**src/rtl/tac_params.svh**
```systemverilog
`ifndef TAC_PARAMS_SVH
`define TAC_PARAMS_SVH
// Register offsets (8-bit register space)
`define TAC_OFF_CTRL2 8'h37
`define TAC_OFF_CTRL1 8'h36
`define TAC_OFF_CFG 8'h40
`define TAC_OFF_STATUS 8'h41
// Field positions in the interval control register
`define TAC_LOC_LSB 3
`define TAC_LOC_MSB 5
`define TAC_R1_LSB 0
`define TAC_R1_MSB 2
`define TAC_R2_LSB 6
`define TAC_R2_MSB 7
// Field positions in the neighbouring register
`define TAC_R2TOP_BIT 0
`define TAC_EN_R1_BIT 5
`define TAC_EN_LOC_BIT 6
`define TAC_EN_R2_BIT 7
// Configuration register bits
`define TAC_LOCK_BIT 1
// Reset values
`define TAC_CTRL2_RST 8'h00
`define TAC_CTRL1_RST 8'h00
`define TAC_CFG_RST 8'h00
`define TAC_RDATA_IDLE 8'h00
// Interval counter constants
`define TAC_CNT_ZERO 12'h000
`define TAC_CNT_STEP 12'h001
// Base intervals for code 000, in monitoring cycles
`define TAC_DEC_BASE 12'h008
`define TAC_INC_BASE 12'h010
`endif

```
**src/rtl/tac_pkg.sv**
```systemverilog
`default_nettype none
package tac_pkg;
   typedef logic [7:0] tac_byte_t;
   typedef logic [2:0] tac_code_t;
   typedef logic [11:0] tac_count_t;
   typedef enum logic [1:0] {
      TAC_HOLD = 2'b00,
      TAC_DOWN = 2'b01,
      TAC_UP = 2'b10
   } tac_step_t;
endpackage
`default_nettype wire

```
**src/rtl/tac_interval_ctrl.sv**
```systemverilog
// How it works
// - Local code sits in bits 5:3
// - Local code counts monitoring cycles between adjustments
// - Code 000 gives 8/16, each doubles
// - Remote 2 low bits in 7:6
// - Remote 2 top bit from register 0x36
// - Remote 2 code spaces its adjustments
// - Remote 1 code sits in bits 2:0
// - Lock bit makes register read-only
// - Adjust only while channel enable set
//
// Local design decisions: the register offsets and strobed register access.
`include "tac_params.svh"
`default_nettype none
module tac_interval_ctrl #(
   parameter int CHANNELS = 3
) (
   // Clock and reset
   input wire logic clk,
   input wire logic reset,
   input wire logic clk_en,
   // Register port
   input wire tac_pkg::tac_byte_t reg_addr,
   input wire tac_pkg::tac_byte_t reg_wdata,
   input wire logic reg_wr,
   input wire logic reg_rd,
   output var tac_pkg::tac_byte_t reg_rdata,
   // Monitoring engine: one pulse per completed monitoring cycle
   input wire logic monitor_tick,
   // Control loop requests, one per channel (0 local, 1 remote1, 2 remote2)
   input wire logic [2:0] want_decrease,
   input wire logic [2:0] want_increase,
   // Granted threshold adjustments, one-cycle pulses
   output var logic [2:0] do_decrease,
   output var logic [2:0] do_increase
);
   import tac_pkg::*;

   // ------------------------------------------------
   // Elaboration checks
   // ------------------------------------------------
   // Port widths and the channel map are fixed at three channels
   if (CHANNELS != 3) begin : g_bad_channels
      $error("tac_interval_ctrl serves exactly three channels");
   end

   // ------------------------------------------------
   // Helper functions
   // ------------------------------------------------
   // Interval from a three-bit code: base shifted left by code
   function automatic tac_count_t interval(input tac_count_t base, input tac_code_t code);
      interval = tac_count_t'(base << code);
   endfunction

   // True when a counter has reached the given interval
   function automatic logic elapsed(input tac_count_t count, input tac_count_t span);
      elapsed = (count >= span);
   endfunction

   // True when the bus address selects the given register
   function automatic logic addr_hit(input tac_byte_t addr, input tac_byte_t offset);
      addr_hit = (addr == offset);
   endfunction

   // ------------------------------------------------
   // Register write decode
   // ------------------------------------------------
   tac_byte_t ctrl2_ff;
   tac_byte_t nxt_ctrl2;
   tac_byte_t ctrl1_ff;
   tac_byte_t nxt_ctrl1;
   tac_byte_t cfg_ff;
   tac_byte_t nxt_cfg;
   logic locked;
   logic wr_ok;
   logic wr_ctrl2;
   logic wr_ctrl1;
   logic wr_cfg;

   // The lock covers the configuration register too, so it holds until reset
   assign locked = cfg_ff[`TAC_LOCK_BIT];
   assign wr_ok = reg_wr && !locked;
   assign wr_ctrl2 = wr_ok && addr_hit(reg_addr, `TAC_OFF_CTRL2);
   assign wr_ctrl1 = wr_ok && addr_hit(reg_addr, `TAC_OFF_CTRL1);
   assign wr_cfg = wr_ok && addr_hit(reg_addr, `TAC_OFF_CFG);

   // ------------------------------------------------
   // Interval control register
   // ------------------------------------------------
   always_comb begin
      nxt_ctrl2 = ctrl2_ff;
      if (wr_ctrl2) begin
         nxt_ctrl2 = reg_wdata;
      end
   end

   always_ff @(posedge clk) begin
      if (reset) begin
         ctrl2_ff <= `TAC_CTRL2_RST;
      end else if (clk_en) begin
         ctrl2_ff <= nxt_ctrl2;
      end
   end

   // ------------------------------------------------
   // Neighbouring register: remote 2 top bit and enables
   // ------------------------------------------------
   always_comb begin
      nxt_ctrl1 = ctrl1_ff;
      if (wr_ctrl1) begin
         nxt_ctrl1 = reg_wdata;
      end
   end

   always_ff @(posedge clk) begin
      if (reset) begin
         ctrl1_ff <= `TAC_CTRL1_RST;
      end else if (clk_en) begin
         ctrl1_ff <= nxt_ctrl1;
      end
   end

   // ------------------------------------------------
   // Configuration register
   // ------------------------------------------------
   always_comb begin
      nxt_cfg = cfg_ff;
      if (wr_cfg) begin
         nxt_cfg = reg_wdata;
      end
   end

   always_ff @(posedge clk) begin
      if (reset) begin
         cfg_ff <= `TAC_CFG_RST;
      end else if (clk_en) begin
         cfg_ff <= nxt_cfg;
      end
   end

   // ------------------------------------------------
   // Register read
   // ------------------------------------------------
   tac_byte_t rdata_ff;
   tac_byte_t nxt_rdata;
   tac_byte_t status;

   // Read data stand for one cycle and fall back to idle after it
   always_comb begin
      nxt_rdata = `TAC_RDATA_IDLE;
      if (reg_rd) begin
         case (reg_addr)
            `TAC_OFF_CTRL2: begin
               nxt_rdata = ctrl2_ff;
            end
            `TAC_OFF_CTRL1: begin
               nxt_rdata = ctrl1_ff;
            end
            `TAC_OFF_CFG: begin
               nxt_rdata = cfg_ff;
            end
            `TAC_OFF_STATUS: begin
               nxt_rdata = status;
            end
            default: begin
               nxt_rdata = `TAC_RDATA_IDLE;
            end
         endcase
      end
   end

   always_ff @(posedge clk) begin
      if (reset) begin
         rdata_ff <= `TAC_RDATA_IDLE;
      end else if (clk_en) begin
         rdata_ff <= nxt_rdata;
      end
   end

   assign reg_rdata = rdata_ff;

   // ------------------------------------------------
   // Channel codes and enables
   // ------------------------------------------------
   tac_code_t local_interval_code;
   tac_code_t remote1_interval_code;
   tac_code_t remote2_interval_code;
   logic [2:0] chan_en;
   tac_code_t code [3];

   // Channel 0 is local, 1 is remote 1, 2 is remote 2
   assign local_interval_code = ctrl2_ff[`TAC_LOC_MSB:`TAC_LOC_LSB];
   assign remote1_interval_code = ctrl2_ff[`TAC_R1_MSB:`TAC_R1_LSB];
   // Top bit of the remote 2 code lives in the neighbouring register
   assign remote2_interval_code = {ctrl1_ff[`TAC_R2TOP_BIT],
                                   ctrl2_ff[`TAC_R2_MSB:`TAC_R2_LSB]};
   assign code[0] = local_interval_code;
   assign code[1] = remote1_interval_code;
   assign code[2] = remote2_interval_code;
   assign chan_en[0] = ctrl1_ff[`TAC_EN_LOC_BIT];
   assign chan_en[1] = ctrl1_ff[`TAC_EN_R1_BIT];
   assign chan_en[2] = ctrl1_ff[`TAC_EN_R2_BIT];

   // ------------------------------------------------
   // Interval spans
   // ------------------------------------------------
   tac_count_t cnt_ff [3];
   tac_count_t nxt_cnt [3];
   tac_step_t step_ff [3];
   tac_step_t nxt_step [3];
   tac_count_t dec_span [3];
   tac_count_t inc_span [3];
   logic [2:0] dec_ok;
   logic [2:0] inc_ok;

   // Both spans double with every step of the code
   always_comb begin
      for (int i = 0; i < 3; i++) begin
         dec_span[i] = interval(`TAC_DEC_BASE, code[i]);
         inc_span[i] = interval(`TAC_INC_BASE, code[i]);
         dec_ok[i] = elapsed(cnt_ff[i], dec_span[i]);
         inc_ok[i] = elapsed(cnt_ff[i], inc_span[i]);
      end
   end

   // ------------------------------------------------
   // Adjustment grants and interval counters
   // ------------------------------------------------
   // Decrease wins over increase when both are asked in one cycle
   always_comb begin
      for (int i = 0; i < 3; i++) begin
         nxt_step[i] = TAC_HOLD;
         if (chan_en[i] && want_decrease[i] && dec_ok[i]) begin
            nxt_step[i] = TAC_DOWN;
         end else if (chan_en[i] && want_increase[i] && inc_ok[i]) begin
            nxt_step[i] = TAC_UP;
         end
      end
   end

   // The count saturates at the increase span, so a long wait never wraps it
   always_comb begin
      for (int i = 0; i < 3; i++) begin
         nxt_cnt[i] = cnt_ff[i];
         if (!chan_en[i] || nxt_step[i] != TAC_HOLD) begin
            nxt_cnt[i] = `TAC_CNT_ZERO;
         end else if (monitor_tick && !inc_ok[i]) begin
            nxt_cnt[i] = cnt_ff[i] + `TAC_CNT_STEP;
         end
      end
   end

   // ------------------------------------------------
   // Registered channel state
   // ------------------------------------------------
   // Grants are registered so that each lasts exactly one cycle
   always_ff @(posedge clk) begin
      for (int i = 0; i < 3; i++) begin
         if (reset) begin
            step_ff[i] <= TAC_HOLD;
         end else if (clk_en) begin
            step_ff[i] <= nxt_step[i];
         end
      end
   end

   always_ff @(posedge clk) begin
      for (int i = 0; i < 3; i++) begin
         if (reset) begin
            cnt_ff[i] <= `TAC_CNT_ZERO;
         end else if (clk_en) begin
            cnt_ff[i] <= nxt_cnt[i];
         end
      end
   end

   // ------------------------------------------------
   // Grant outputs
   // ------------------------------------------------
   // Decoded from the registered step, one pulse per grant
   always_comb begin
      for (int i = 0; i < 3; i++) begin
         case (step_ff[i])
            TAC_DOWN: begin
               do_decrease[i] = 1'b1;
               do_increase[i] = 1'b0;
            end
            TAC_UP: begin
               do_decrease[i] = 1'b0;
               do_increase[i] = 1'b1;
            end
            default: begin
               do_decrease[i] = 1'b0;
               do_increase[i] = 1'b0;
            end
         endcase
      end
   end

   // ------------------------------------------------
   // Status
   // ------------------------------------------------
   // Status: which channels have their decrease / increase interval elapsed
   assign status = {1'b0, inc_ok, 1'b0, dec_ok};
endmodule
`default_nettype wire

```
**config.mk**
```make
export PLATFORM = sky130hd
export DESIGN_NAME = tac_interval_ctrl
export DESIGN_NICKNAME = d
export VERILOG_FILES = /design/src/rtl/tac_pkg.sv /design/src/rtl/tac_interval_ctrl.sv
export VERILOG_INCLUDE_DIRS = /design/src /design/src/rtl
export SDC_FILE = /design/constraint.sdc
export NUM_CORES = 1
export LEC_CHECK = 0
export BUFFER_PORTS_ARGS = -buffer_cell sky130_fd_sc_hd__clkbuf_2
export CAP_MARGIN = 10
export CORE_UTILIZATION = 55
export CTS_BUF_LIST = sky130_fd_sc_hd__clkbuf_16
export DETAILED_ROUTE_END_ITERATION = 12
export HOLD_SLACK_MARGIN = 0.15
export PLACE_DENSITY = 0.74
export SETUP_SLACK_MARGIN = 0.2
export SLEW_MARGIN = 40
export SYNTH_ARGS = -nofsm -noshare
export SYNTH_HDL_FRONTEND = slang
export SYNTH_SLANG_ARGS = --single-unit
```
**constraint.sdc**
```tcl
create_clock -name clk -period 3.5 [get_ports clk]
set_input_delay 0.525 -clock clk [delete_from_list [all_inputs] [get_ports clk]]
set_output_delay 0.525 -clock clk [all_outputs]
set_load 0.01 [all_outputs]
```
Yosys cells after proc, flatten, opt, wreduce, memory -nomap -nowiden:

Memories as Yosys holds them, arrays and structs flattened.
Cells that the tools add are included.

* bits in registers: 32
* RAM bits: 42
* input bits: 28
* output and inout port bits: 14
* memories: 2

Memory list
* cnt_ff: depth 3, bits a word 12, rd ports 3, clocked after memory_dff 0, wr ports 3, RTL line tac_interval_ctrl.sv:207 `tac_count_t cnt_ff [3];`
* step_ff: depth 3, bits a word 2, rd ports 3, clocked after memory_dff 0, wr ports 3, RTL line tac_interval_ctrl.sv:209 `tac_step_t step_ff [3];`

* add/sub/neg operators: 3
* $lt $le $gt $ge: 6
* equal/unequal tests: 10
* shift-type cells: 6
* muxes and demuxes: 31
* bitwise logic cells: 6
* reduce and logical (&&, ||, !) cells: 35

Operator list (count)
* $mux 12: 9
* $ge 12x12->1: 6
* $add 12x1->12 const B: 3
* $shl 4x3->12 const A: 3
* $shl 5x3->12 const A: 3
* $pmux 8 s4: 1
* $logic_and 1x1->1: 19
* $mux 2: 9
* $eq 8x6->1 const B: 2
* $eq 8x7->1 const B: 2
* $mux 1: 11
* $mux 8: 1
* $logic_not 1->1: 7
* $eq 2x1->1 const B: 3
* $eq 2x2->1 const B: 3
* $or 1x1->1: 6
* $reduce_and 2->1: 3
* $reduce_bool 2->1: 3
* $logic_or 1x1->1: 3

Longest topological paths before layout:

Gate-level depths: netlist (run 1).

* depth in word-level cells: 9
* depth in mapped cells: 9
* mapped depth without buffers: 7

Worst setup path before layout (run 1):

Ideal clock, no wire load.

* path kind: reg2reg
* start: register, netlist name ctrl2_ff[7]
* end: memory cnt_ff[2][0] in the netlist's numbering (enable)
* arrival: 2403 ps
* data required time: 3188 ps
* setup slack: 785 ps
* stages on the path, launching flop included: 8
* path through: dfxtp_1 -> clkbuf_1 -> or3b_2 -> ha_1 -> a21oi_1 -> a211oi_1 -> o31a_1 -> o41a_1

RTL lines (RTL line)
* to (decl): tac_interval_ctrl.sv:207

==> results of run 1 <==
state kept, by name, indices dropped and copies added (netlist names):
signal and flops:
ctrl2_ff 8, reg_rdata 8, ctrl1_ff 8, step_ff 6, cfg_ff 8, cnt_ff 36
worst paths after layout:
kind | to | depth (start not counted) | slack (ns) | from
setup / recovery | cnt_ff[0][7] | 6 | 0.53 | ctrl2_ff[4]
hold / removal | cfg_ff[1] | 2 | 0.41 | reset
setup reg to reg | cnt_ff[0][7] | 6 | 0.53 | ctrl2_ff[4]
hold reg to reg | ctrl1_ff[2] | 2 | 0.46 | ctrl1_ff[2]
per-stage QoR:
step                      util (%)  total power (uW)  instances  worst slack, ns
after floorplan                  -              1107        511           0.7847
after global placement       60.02              1173        642           0.6805
after detailed placement     60.02              1181        642           0.5695
after CTS                    63.57              2142        658           0.5193
after global routing         63.57              2204        658           0.3126
final                        63.57              2127        658           0.5258
critical path, cell delays in order, from the launching register on:
cell     delay, ns
dfxtp_1       0.47
or3b_2        0.50
ha_1          0.28
o21ai_0       0.06
a21oi_1       0.25
a22o_1        0.48
o41a_1        0.57
synth_stat cells, types with 8 or more instances:
master	instances	area share [%]
ha_1	54	14
nand2_1	41	3.1
xor2_1	10	1.8
nor4_1	35	4.5
mux2_2	8	1.8
inv_1	16	1.2
nor2_1	33	2.5
clkbuf_1	22	1.7
a22oi_1	8	1.2
xnor2_1	20	3.6
edfxtp_1	42	26
nand3_1	30	3.1
o21ai_0	11	1.1
dfxtp_1	32	13
nor3_1	16	1.6
nand3b_1	9	1.4
nand4_1	10	1.3
a21oi_1	22	2.2
mux2i_1	15	3.1
cells by family after synthesis:
kind of cell,Yosys count,synth area share (%)
simple gates,216,24.10
flops,74,38.68
compound gates,71,9.669
fa+ha+maj,54,13.74
buf+inv,43,3.588
xor+xnor,30,5.343
mux,23,4.885
power groups by stage:
stage,sequential [uW],clock (uW),combinational (uW)
3_3_place_gp,985,0,188
3_5_place_dp,986,0,195
5_1_grt,972,1010,223
6_report,968,960,199
4_1_cts,967,977,198
2_1_floorplan,976,0,131
cells in the final DEF, fill, tap and decap left out, types with 3 or more instances in the layout:
master      n
or3_1       3
o41a_1      3
nor4_1     35
a21oi_1    22
a22oi_1     8
nor3_1     16
nor3b_1     3
nand2b_1    3
inv_6       3
nor2_1     33
edfxtp_1   42
mux2i_1    15
o31a_1      3
nand3_1    30
nor4b_1     6
ha_1       54
nand4_1    10
nand3b_1    9
o21ai_0    11
clkbuf_2   41
o211ai_1    4
o221ai_1    6
nand2_1    41
mux2_2      8
or3b_2      5
clkbuf_16   9
xor2_1     10
a211oi_1    7
inv_1      16
nor2b_1     7
dfxtp_1    32
and3_1      7
buf_4       9
xnor2_1    20
area by class of cell:
class                           count  area, um2  area share (%)
Multi-Input combinational cell    394       2839           51.46
Sequential cell                    74       1902           34.47
Timing Repair Buffer               50      272.8           4.944
Clock buffer                        9      225.2           4.083
Tap cell                          108      135.1           2.450
Clock inverter                      7      82.58           1.497
Inverter                           16      60.06           1.089
routing by layer:
metal  vias to the layer above  track usage (%)  wire length (um)
met2                       131            42.78              5648
li1                       2008                -                 -
met1                      1973            35.59              5181
met4                         0            9.804               240
met3                        22            4.930               618
met5                         -                0                 0
==> results.toml, run 1 <==
[status]
status = "complete, no violations"

[synth]
synth-edff-count = 42
ys_ff_latch = 74
synth_area_per_cell_um2 = 9.623
postSynth.topFlopCell = "edfxtp_1"
yosysUniqueCellTypes = 45
synth_nets = 593
synth_warnings = 0
synth_cells = 511
seq_area_frac_synth_pct = 38.68
synthesis.area_um2 = 4917
async_reset_ff_share_pct = 0

[placement]
gp_congestion = 0.8380
dpl.hpwl_mm = 8.248
port-buffer-count = 41
placed_cell_area_um2 = 5209

[clocking]
cts.sinks = 74
cts_max_path_buffers = 2
cts-root-buf = "clkbuf_16"
cts_made_buffers = 9
clock_latency_ns = 0.33
post_cts_buffers = 0
cts_hold_buf = 0
cts_tree = "built"
cts_resized = 0
htreeDepth = 3
path_clk_slew_ns = 0.06

[pwr]
p_comb_share_pct = 9.4
switching_power_uw = 544.5
power_leakage_uw = 0.002091
power.density_nw_per_um2 = 385.6
swShare_pct = 25.60
vdd_drop_max_uv = 206.0
seq_power_share_pct = 45.5
pwr-share-clk_pct = 45.1
internal_power_uw = 1583

[sta]
finalSetupViolCount = 0
timing.final.crit_period_ns = 2.974
hold_viol_final = 0
fin_worst_skew_ns = 0.009559
worst_slew_pin_slew_ns = 0.7481
clock.fmax_mhz = 336.2
finalCritPeriodShare_pct = 84.98
slew_headroom_pct = 50.02
finalSetupTns_ns = 0
whs_ns = 0.4074
rsz0062_at_grt = "no"
slew_violations = 0

[drt]
route.detailed.drc = 0
vias_per_cell = 6.283
num_vias = 4134
firstDrtPassIters = 5
drt_iter0_drc = 243
drt_wl_total_mm = 11.69
ant_nets = 0
wl_per_cell_um = 17.76

[floorplanning]
fp.dieW_um = 96.56
ios = 42
core_um2 = 8678
die_h_um = 96.56
rows = 34
start_util_pct = 56.66
fp.dieArea_um2 = 9323

[worst_setup_path]
criticalPathCategory = "reg2reg"
startpoint_type = "register"
critPathCaptureType = "register"
worstPathArrival_ns = 2.94
worst-path-max-fanout = 14
required_ns = 3.47

[cells_and_area]
final_cell_area_um2 = 5517
syn2layout_area_growth_pct = 12.19
layout-drive-gt1-share_pct = 14.91
fin_nets = 627
antennaDiodeCount = 0
fill_cells = 737

[job]
cap_violations = 0

[global_route]
overflow = 0
grt_max_degree = 27
grt_pass1_vias = 3918
grt.total_usage_pct = 26.60
grt_antenna_before_repair = 0
grt_first_pass_wirelength_mm = 19.01

[min_path]
holdCritPathClass = "in2reg"
Note: power is estimated with default switching activity, not from simulation.
==> run 2: changes to the inputs <==
- PLACE_DENSITY: 0.74 -> 0.77
- clock period: 3.5 -> 2.41 ns (I/O delays scaled with it)
==> results.toml, run 2 (synthesis gave the netlist of run 1 again) <==
[floorplanning]
rows = 34
start_util_pct = 56.66
die_h_um = 96.56
ios = 42
fp.dieArea_um2 = 9323
core_um2 = 8678
fp.dieW_um = 96.56

[sta]
fin_worst_skew_ns = 0.01021
timing.final.crit_period_ns = 2.578
slew_violations = 0
finalSetupViolCount = 57
hold_viol_final = 0
slew_headroom_pct = 51.58
worst_slew_pin_slew_ns = 0.7237
setup_slack_ns = -0.1678
finalCritPeriodShare_pct = 107.0
whs_ns = 0.2809
rsz0062_at_grt = "yes"
clock.fmax_mhz = 387.9

[global_route]
overflow = 0
grt_first_pass_wirelength_mm = 22.60
grt_use_met2_pct = 54.23
top_usage_layer = "met2"
grt_pass1_vias = 4464
grt_antenna_before_repair = 0
grt.total_usage_pct = 32.60
grt_max_degree = 24
met1_usage_pct = 39.96
met3_usage_pct = 6.416

[job]
cap_violations = 0

[drt]
drt_iter0_drc = 332
ant_nets = 0
firstDrtPassIters = 5
num_vias = 4755
route.detailed.drc = 0
drt_wl_total_mm = 16.79
vias_per_cell = 6.754
wl_per_cell_um = 23.85

[worst_setup_path]
critPathCaptureType = "register"
worstPathArrival_ns = 2.68
path_cells = "or3_4 -> ha_4 -> o211ai_1 -> a211oi_2 -> o31a_1 -> o41a_1 -> buf_6"
required_ns = 2.51
criticalPathCategory = "reg2reg"
path_buf_inv = 1
worst-path-max-fanout = 8
startpoint_type = "register"
cp_top_family = "compound AO/OA/AOI/OAI gates"
crit_path_top_delay_cell = "o41a_1"
slowest_delay_ns = 0.43

[cells_and_area]
regArea_um2 = 1933
layout_commonest_cell = "edfxtp_1"
fin_util_pct = 80.95
layoutNonFillerInstCount = 704
largest_register_ffs = 36
max_flop_register = "cnt_ff"
layout-drive-gt1-share_pct = 38.26
syn2layout_area_growth_pct = 42.88
antennaDiodeCount = 0
fin_nets = 673
fill_cells = 435
multi_input_area_um2 = 3779
layout_common_cells = "42 x edfxtp_1, 41 x clkbuf_2, 38 x nand2_1"

[placement]
port-buffer-count = 41
dpl.hpwl_mm = 8.672
place_worst_setup_slack_ns = -0.1102
numPlacedInstances = 662
gp_congestion = 0.8577

[status]
violations = "setup timing"
status = "complete, but fails checks"

[pwr]
p_comb_share_pct = 18.0
vdd_drop_max_uv = 390.2
power.density_nw_per_um2 = 472.4
pwr-share-clk_pct = 39.6
switching_power_uw = 989.8
internal_power_uw = 2329
power_uw = 3319
seq_power_share_pct = 42.4
power_leakage_uw = 0.002497
swShare_pct = 29.82

[clocking]
clock_latency_ns = 0.34
cts_made_buffers = 9
cts.sinks = 74
path_clk_slew_ns = 0.07
cts-root-buf = "clkbuf_16"
cts_max_path_buffers = 2
htreeDepth = 3
cts_tree = "built"
cts_hold_buf = 0

[min_path]
holdCritPathClass = "in2reg"
run 2: cell types whose count changed in the layout (fill, tap and decap cells not counted), sizes merged:
| cell | previous run | this run |
|---|---|---|
| buf | 9 | 53 |
| bufinv | 1 | 0 |
| clkbuf | 50 | 52 |
| clkinv | 1 | 2 |
| clkinvlp | 0 | 1 |
| inv | 21 | 20 |
run 2: final timing paths:
check	startpoint	to	slack, ns	cells after the start
worst max-delay path	ctrl2_ff[3]	cnt_ff[0][11]	-0.17	7
worst min-delay path	reset	ctrl1_ff[2]	0.28	2
worst max register to register	ctrl2_ff[3]	cnt_ff[0][11]	-0.17	7
worst min register to register	ctrl1_ff[2]	ctrl1_ff[2]	0.46	2
run 2: layer usage:
layer | part of all wire (%) | up-vias
met1 | 38 | 2293
li1 | - | 2093
met4 | 5.6 | 0
met2 | 49 | 286
met5 | 0 | -
met3 | 7.4 | 83
run 2: what timing repair did:
item                                    4_1_cts  5_1_grt
pin swaps                                    51       35
gates cloned                                  3        2
setup buffers                                12        9
gates resized for setup                     131       43
endpoints found under the setup margin       78       80
run 2: cell type report:
type	instances	area share, %
Clock buffer	9	3.206
Inverter	16	0.8549
Sequential cell	74	27.52
Clock inverter	7	0.8370
Multi-Input combinational cell	394	53.78
Tap cell	108	1.923
Timing Repair Buffer	96	11.88
run 2: metrics by stage:
step	TNS [ns]	cell area, um2
after floorplan	-3.511	5126
after global placement	-0.001075	5493
after detailed placement	-2.074	5493
after CTS	0	6598
after global routing	-8.720	7025
final	-6.479	7025
run 2: power by group through the flow:
stage	clock network, uW	logic [uW]	registers, uW
after floorplan	0	205	1420
after global placement	0	299	1430
after detailed placement	0	309	1430
after CTS	1290	469	1400
after global routing	1360	622	1410
final	1310	597	1410
==> run 3: changes to the inputs <==
- CORE_ASPECT_RATIO: not set -> 0.7
==> results.toml, run 3 (synthesis gave the netlist of run 1 again) <==
[sta]
slew_headroom_pct = 23.80
finalCritPeriodShare_pct = 106.0
timing.final.crit_period_ns = 2.555
worst_slew_pin_slew_ns = 1.140
slew_violations = 0
hold_viol_final = 0
rsz0062_at_grt = "yes"
finalSetupViolCount = 54
setup_slack_ns = -0.1447
whs_ns = 0.2870
clock.fmax_mhz = 391.4
finalSetupTns_ns = -5.103
fin_worst_skew_ns = 0.007259

[floorplanning]
rows = 28
die_h_um = 81.11
core_um2 = 8548
fp.dieW_um = 115.0
start_util_pct = 57.52
ios = 42
fp.dieArea_um2 = 9329

[pwr]
internal_power_uw = 2370
swShare_pct = 27.52
vdd_drop_max_uv = 412.1
p_comb_share_pct = 17.0
switching_power_uw = 899.8
power_leakage_uw = 0.002458
pwr-share-clk_pct = 39.9
seq_power_share_pct = 43.1
power.density_nw_per_um2 = 472.6

[cells_and_area]
syn2layout_area_growth_pct = 40.71
layoutNonFillerInstCount = 711
largest_register_ffs = 36
layout-drive-gt1-share_pct = 37.73
fin_util_pct = 80.94
max_flop_register = "cnt_ff"
layout_common_cells = "42 x edfxtp_1, 41 x clkbuf_2, 40 x nand2_1"
fin_nets = 669
layout_commonest_cell = "edfxtp_1"
antennaDiodeCount = 0

[worst_setup_path]
path_buf_inv = 2
slowest_delay_ns = 0.43
startpoint_type = "register"
cp_top_family = "compound AO/OA/AOI/OAI gates"
crit_path_top_delay_cell = "ha_2"
worst-path-max-fanout = 6
required_ns = 2.46
criticalPathCategory = "reg2reg"
critPathCaptureType = "register"
worstPathArrival_ns = 2.60
path_cells = "buf_4 -> nand3b_1 -> ha_2 -> nand3_1 -> a211oi_2 -> o31a_1 -> o41a_1 -> buf_6"

[clocking]
cts_made_buffers = 9
cts_tree = "built"
cts.sinks = 74
cts_max_path_buffers = 2
cts-root-buf = "clkbuf_16"
htreeDepth = 3
path_clk_slew_ns = 0.06
cts_hold_buf = 0
clock_latency_ns = 0.34

[global_route]
grt_first_pass_wirelength_mm = 21.78
grt.total_usage_pct = 30.95
grt_max_degree = 18
grt_pass1_vias = 4210
grt_antenna_before_repair = 0
overflow = 0

[min_path]
holdCritPathClass = "in2reg"

[drt]
vias_per_cell = 7.048
num_vias = 5011
route.detailed.drc = 0
wl_per_cell_um = 24.99
drt_wl_total_mm = 17.77
ant_nets = 0
drt_iter0_drc = 552
firstDrtPassIters = 6

[placement]
dpl.hpwl_mm = 9.203
gp_congestion = 0.8407
port-buffer-count = 41
numPlacedInstances = 672

[status]
status = "complete, but fails checks"
violations = "setup timing"

[job]
cap_violations = 0
[run 3: cell types whose count changed in the layout (fill, tap and decap cells not counted), moves of 3 or more]
cell    change
nor3_2      -3
nor4_2      +6
nor4_4      -6
ha_2        +4
ha_1        -5
buf_12      -4
inv_6       -3
[run 3: final timing paths]
kind | slack, ns | to | cells after the start | startpoint
worst max-delay path | -0.14 | cnt_ff[2][7] | 8 | ctrl1_ff[0]
worst min-delay path | 0.29 | ctrl1_ff[3] | 3 | reg_wdata[3]
worst max register to register | -0.14 | cnt_ff[2][7] | 8 | ctrl1_ff[0]
worst min register to register | 0.45 | ctrl1_ff[3] | 2 | ctrl1_ff[3]
[run 3: power by group through the flow]
stage          sequential, uW  combinational (uW)  clock, uW
2_1_floorplan            1420                 205          0
3_3_place_gp             1430                 291          0
3_5_place_dp             1440                 307          0
4_1_cts                  1400                 370       1280
5_1_grt                  1410                 581       1340
6_report                 1410                 556       1300
[run 3: area by class of cell]
class,count,area [um2]
Clock inverter,6,51.30
Timing Repair Buffer,92,738.2
Tap cell,120,150.1
Multi-Input combinational cell,394,3759
Inverter,16,60.06
Clock buffer,9,225.2
Sequential cell,74,1936
Fill cell,431,1629
[run 3: metrics by stage]
step | setup WS [ns] | area [um2] | power (uW)
after floorplan | -0.09802 | 5126 | 1624
after global placement | -0.03054 | 5493 | 1724
after detailed placement | -0.1364 | 5493 | 1742
after CTS | 0.02762 | 6167 | 3052
after global routing | -0.1627 | 6919 | 3328
final | -0.1447 | 6919 | 3270
[run 3: worst reg2reg max path, cell delays in order, from the launching register on]
cell      delay [ns]
dfxtp_4         0.38
buf_4           0.13
nand3b_1        0.22
ha_2            0.44
nand3_1         0.16
a211oi_2        0.29
o31a_1          0.25
o41a_1          0.24
buf_6           0.16
[run 3: layer usage]
layer	vias to the layer above	wire length [um]	track usage (%)
met5	-	0	0
li1	2096	-	-
met4	0	829	10.91
met1	2337	7017	42.98
met2	475	7817	47.17
met3	103	2100	7.463
[run 3: what timing repair did]
action                                  CTS  global route
setup buffers                             6            10
gates cloned                              4             4
pin swaps                                27            52
resized for setup                        76           104
endpoints found under the setup margin   78            78
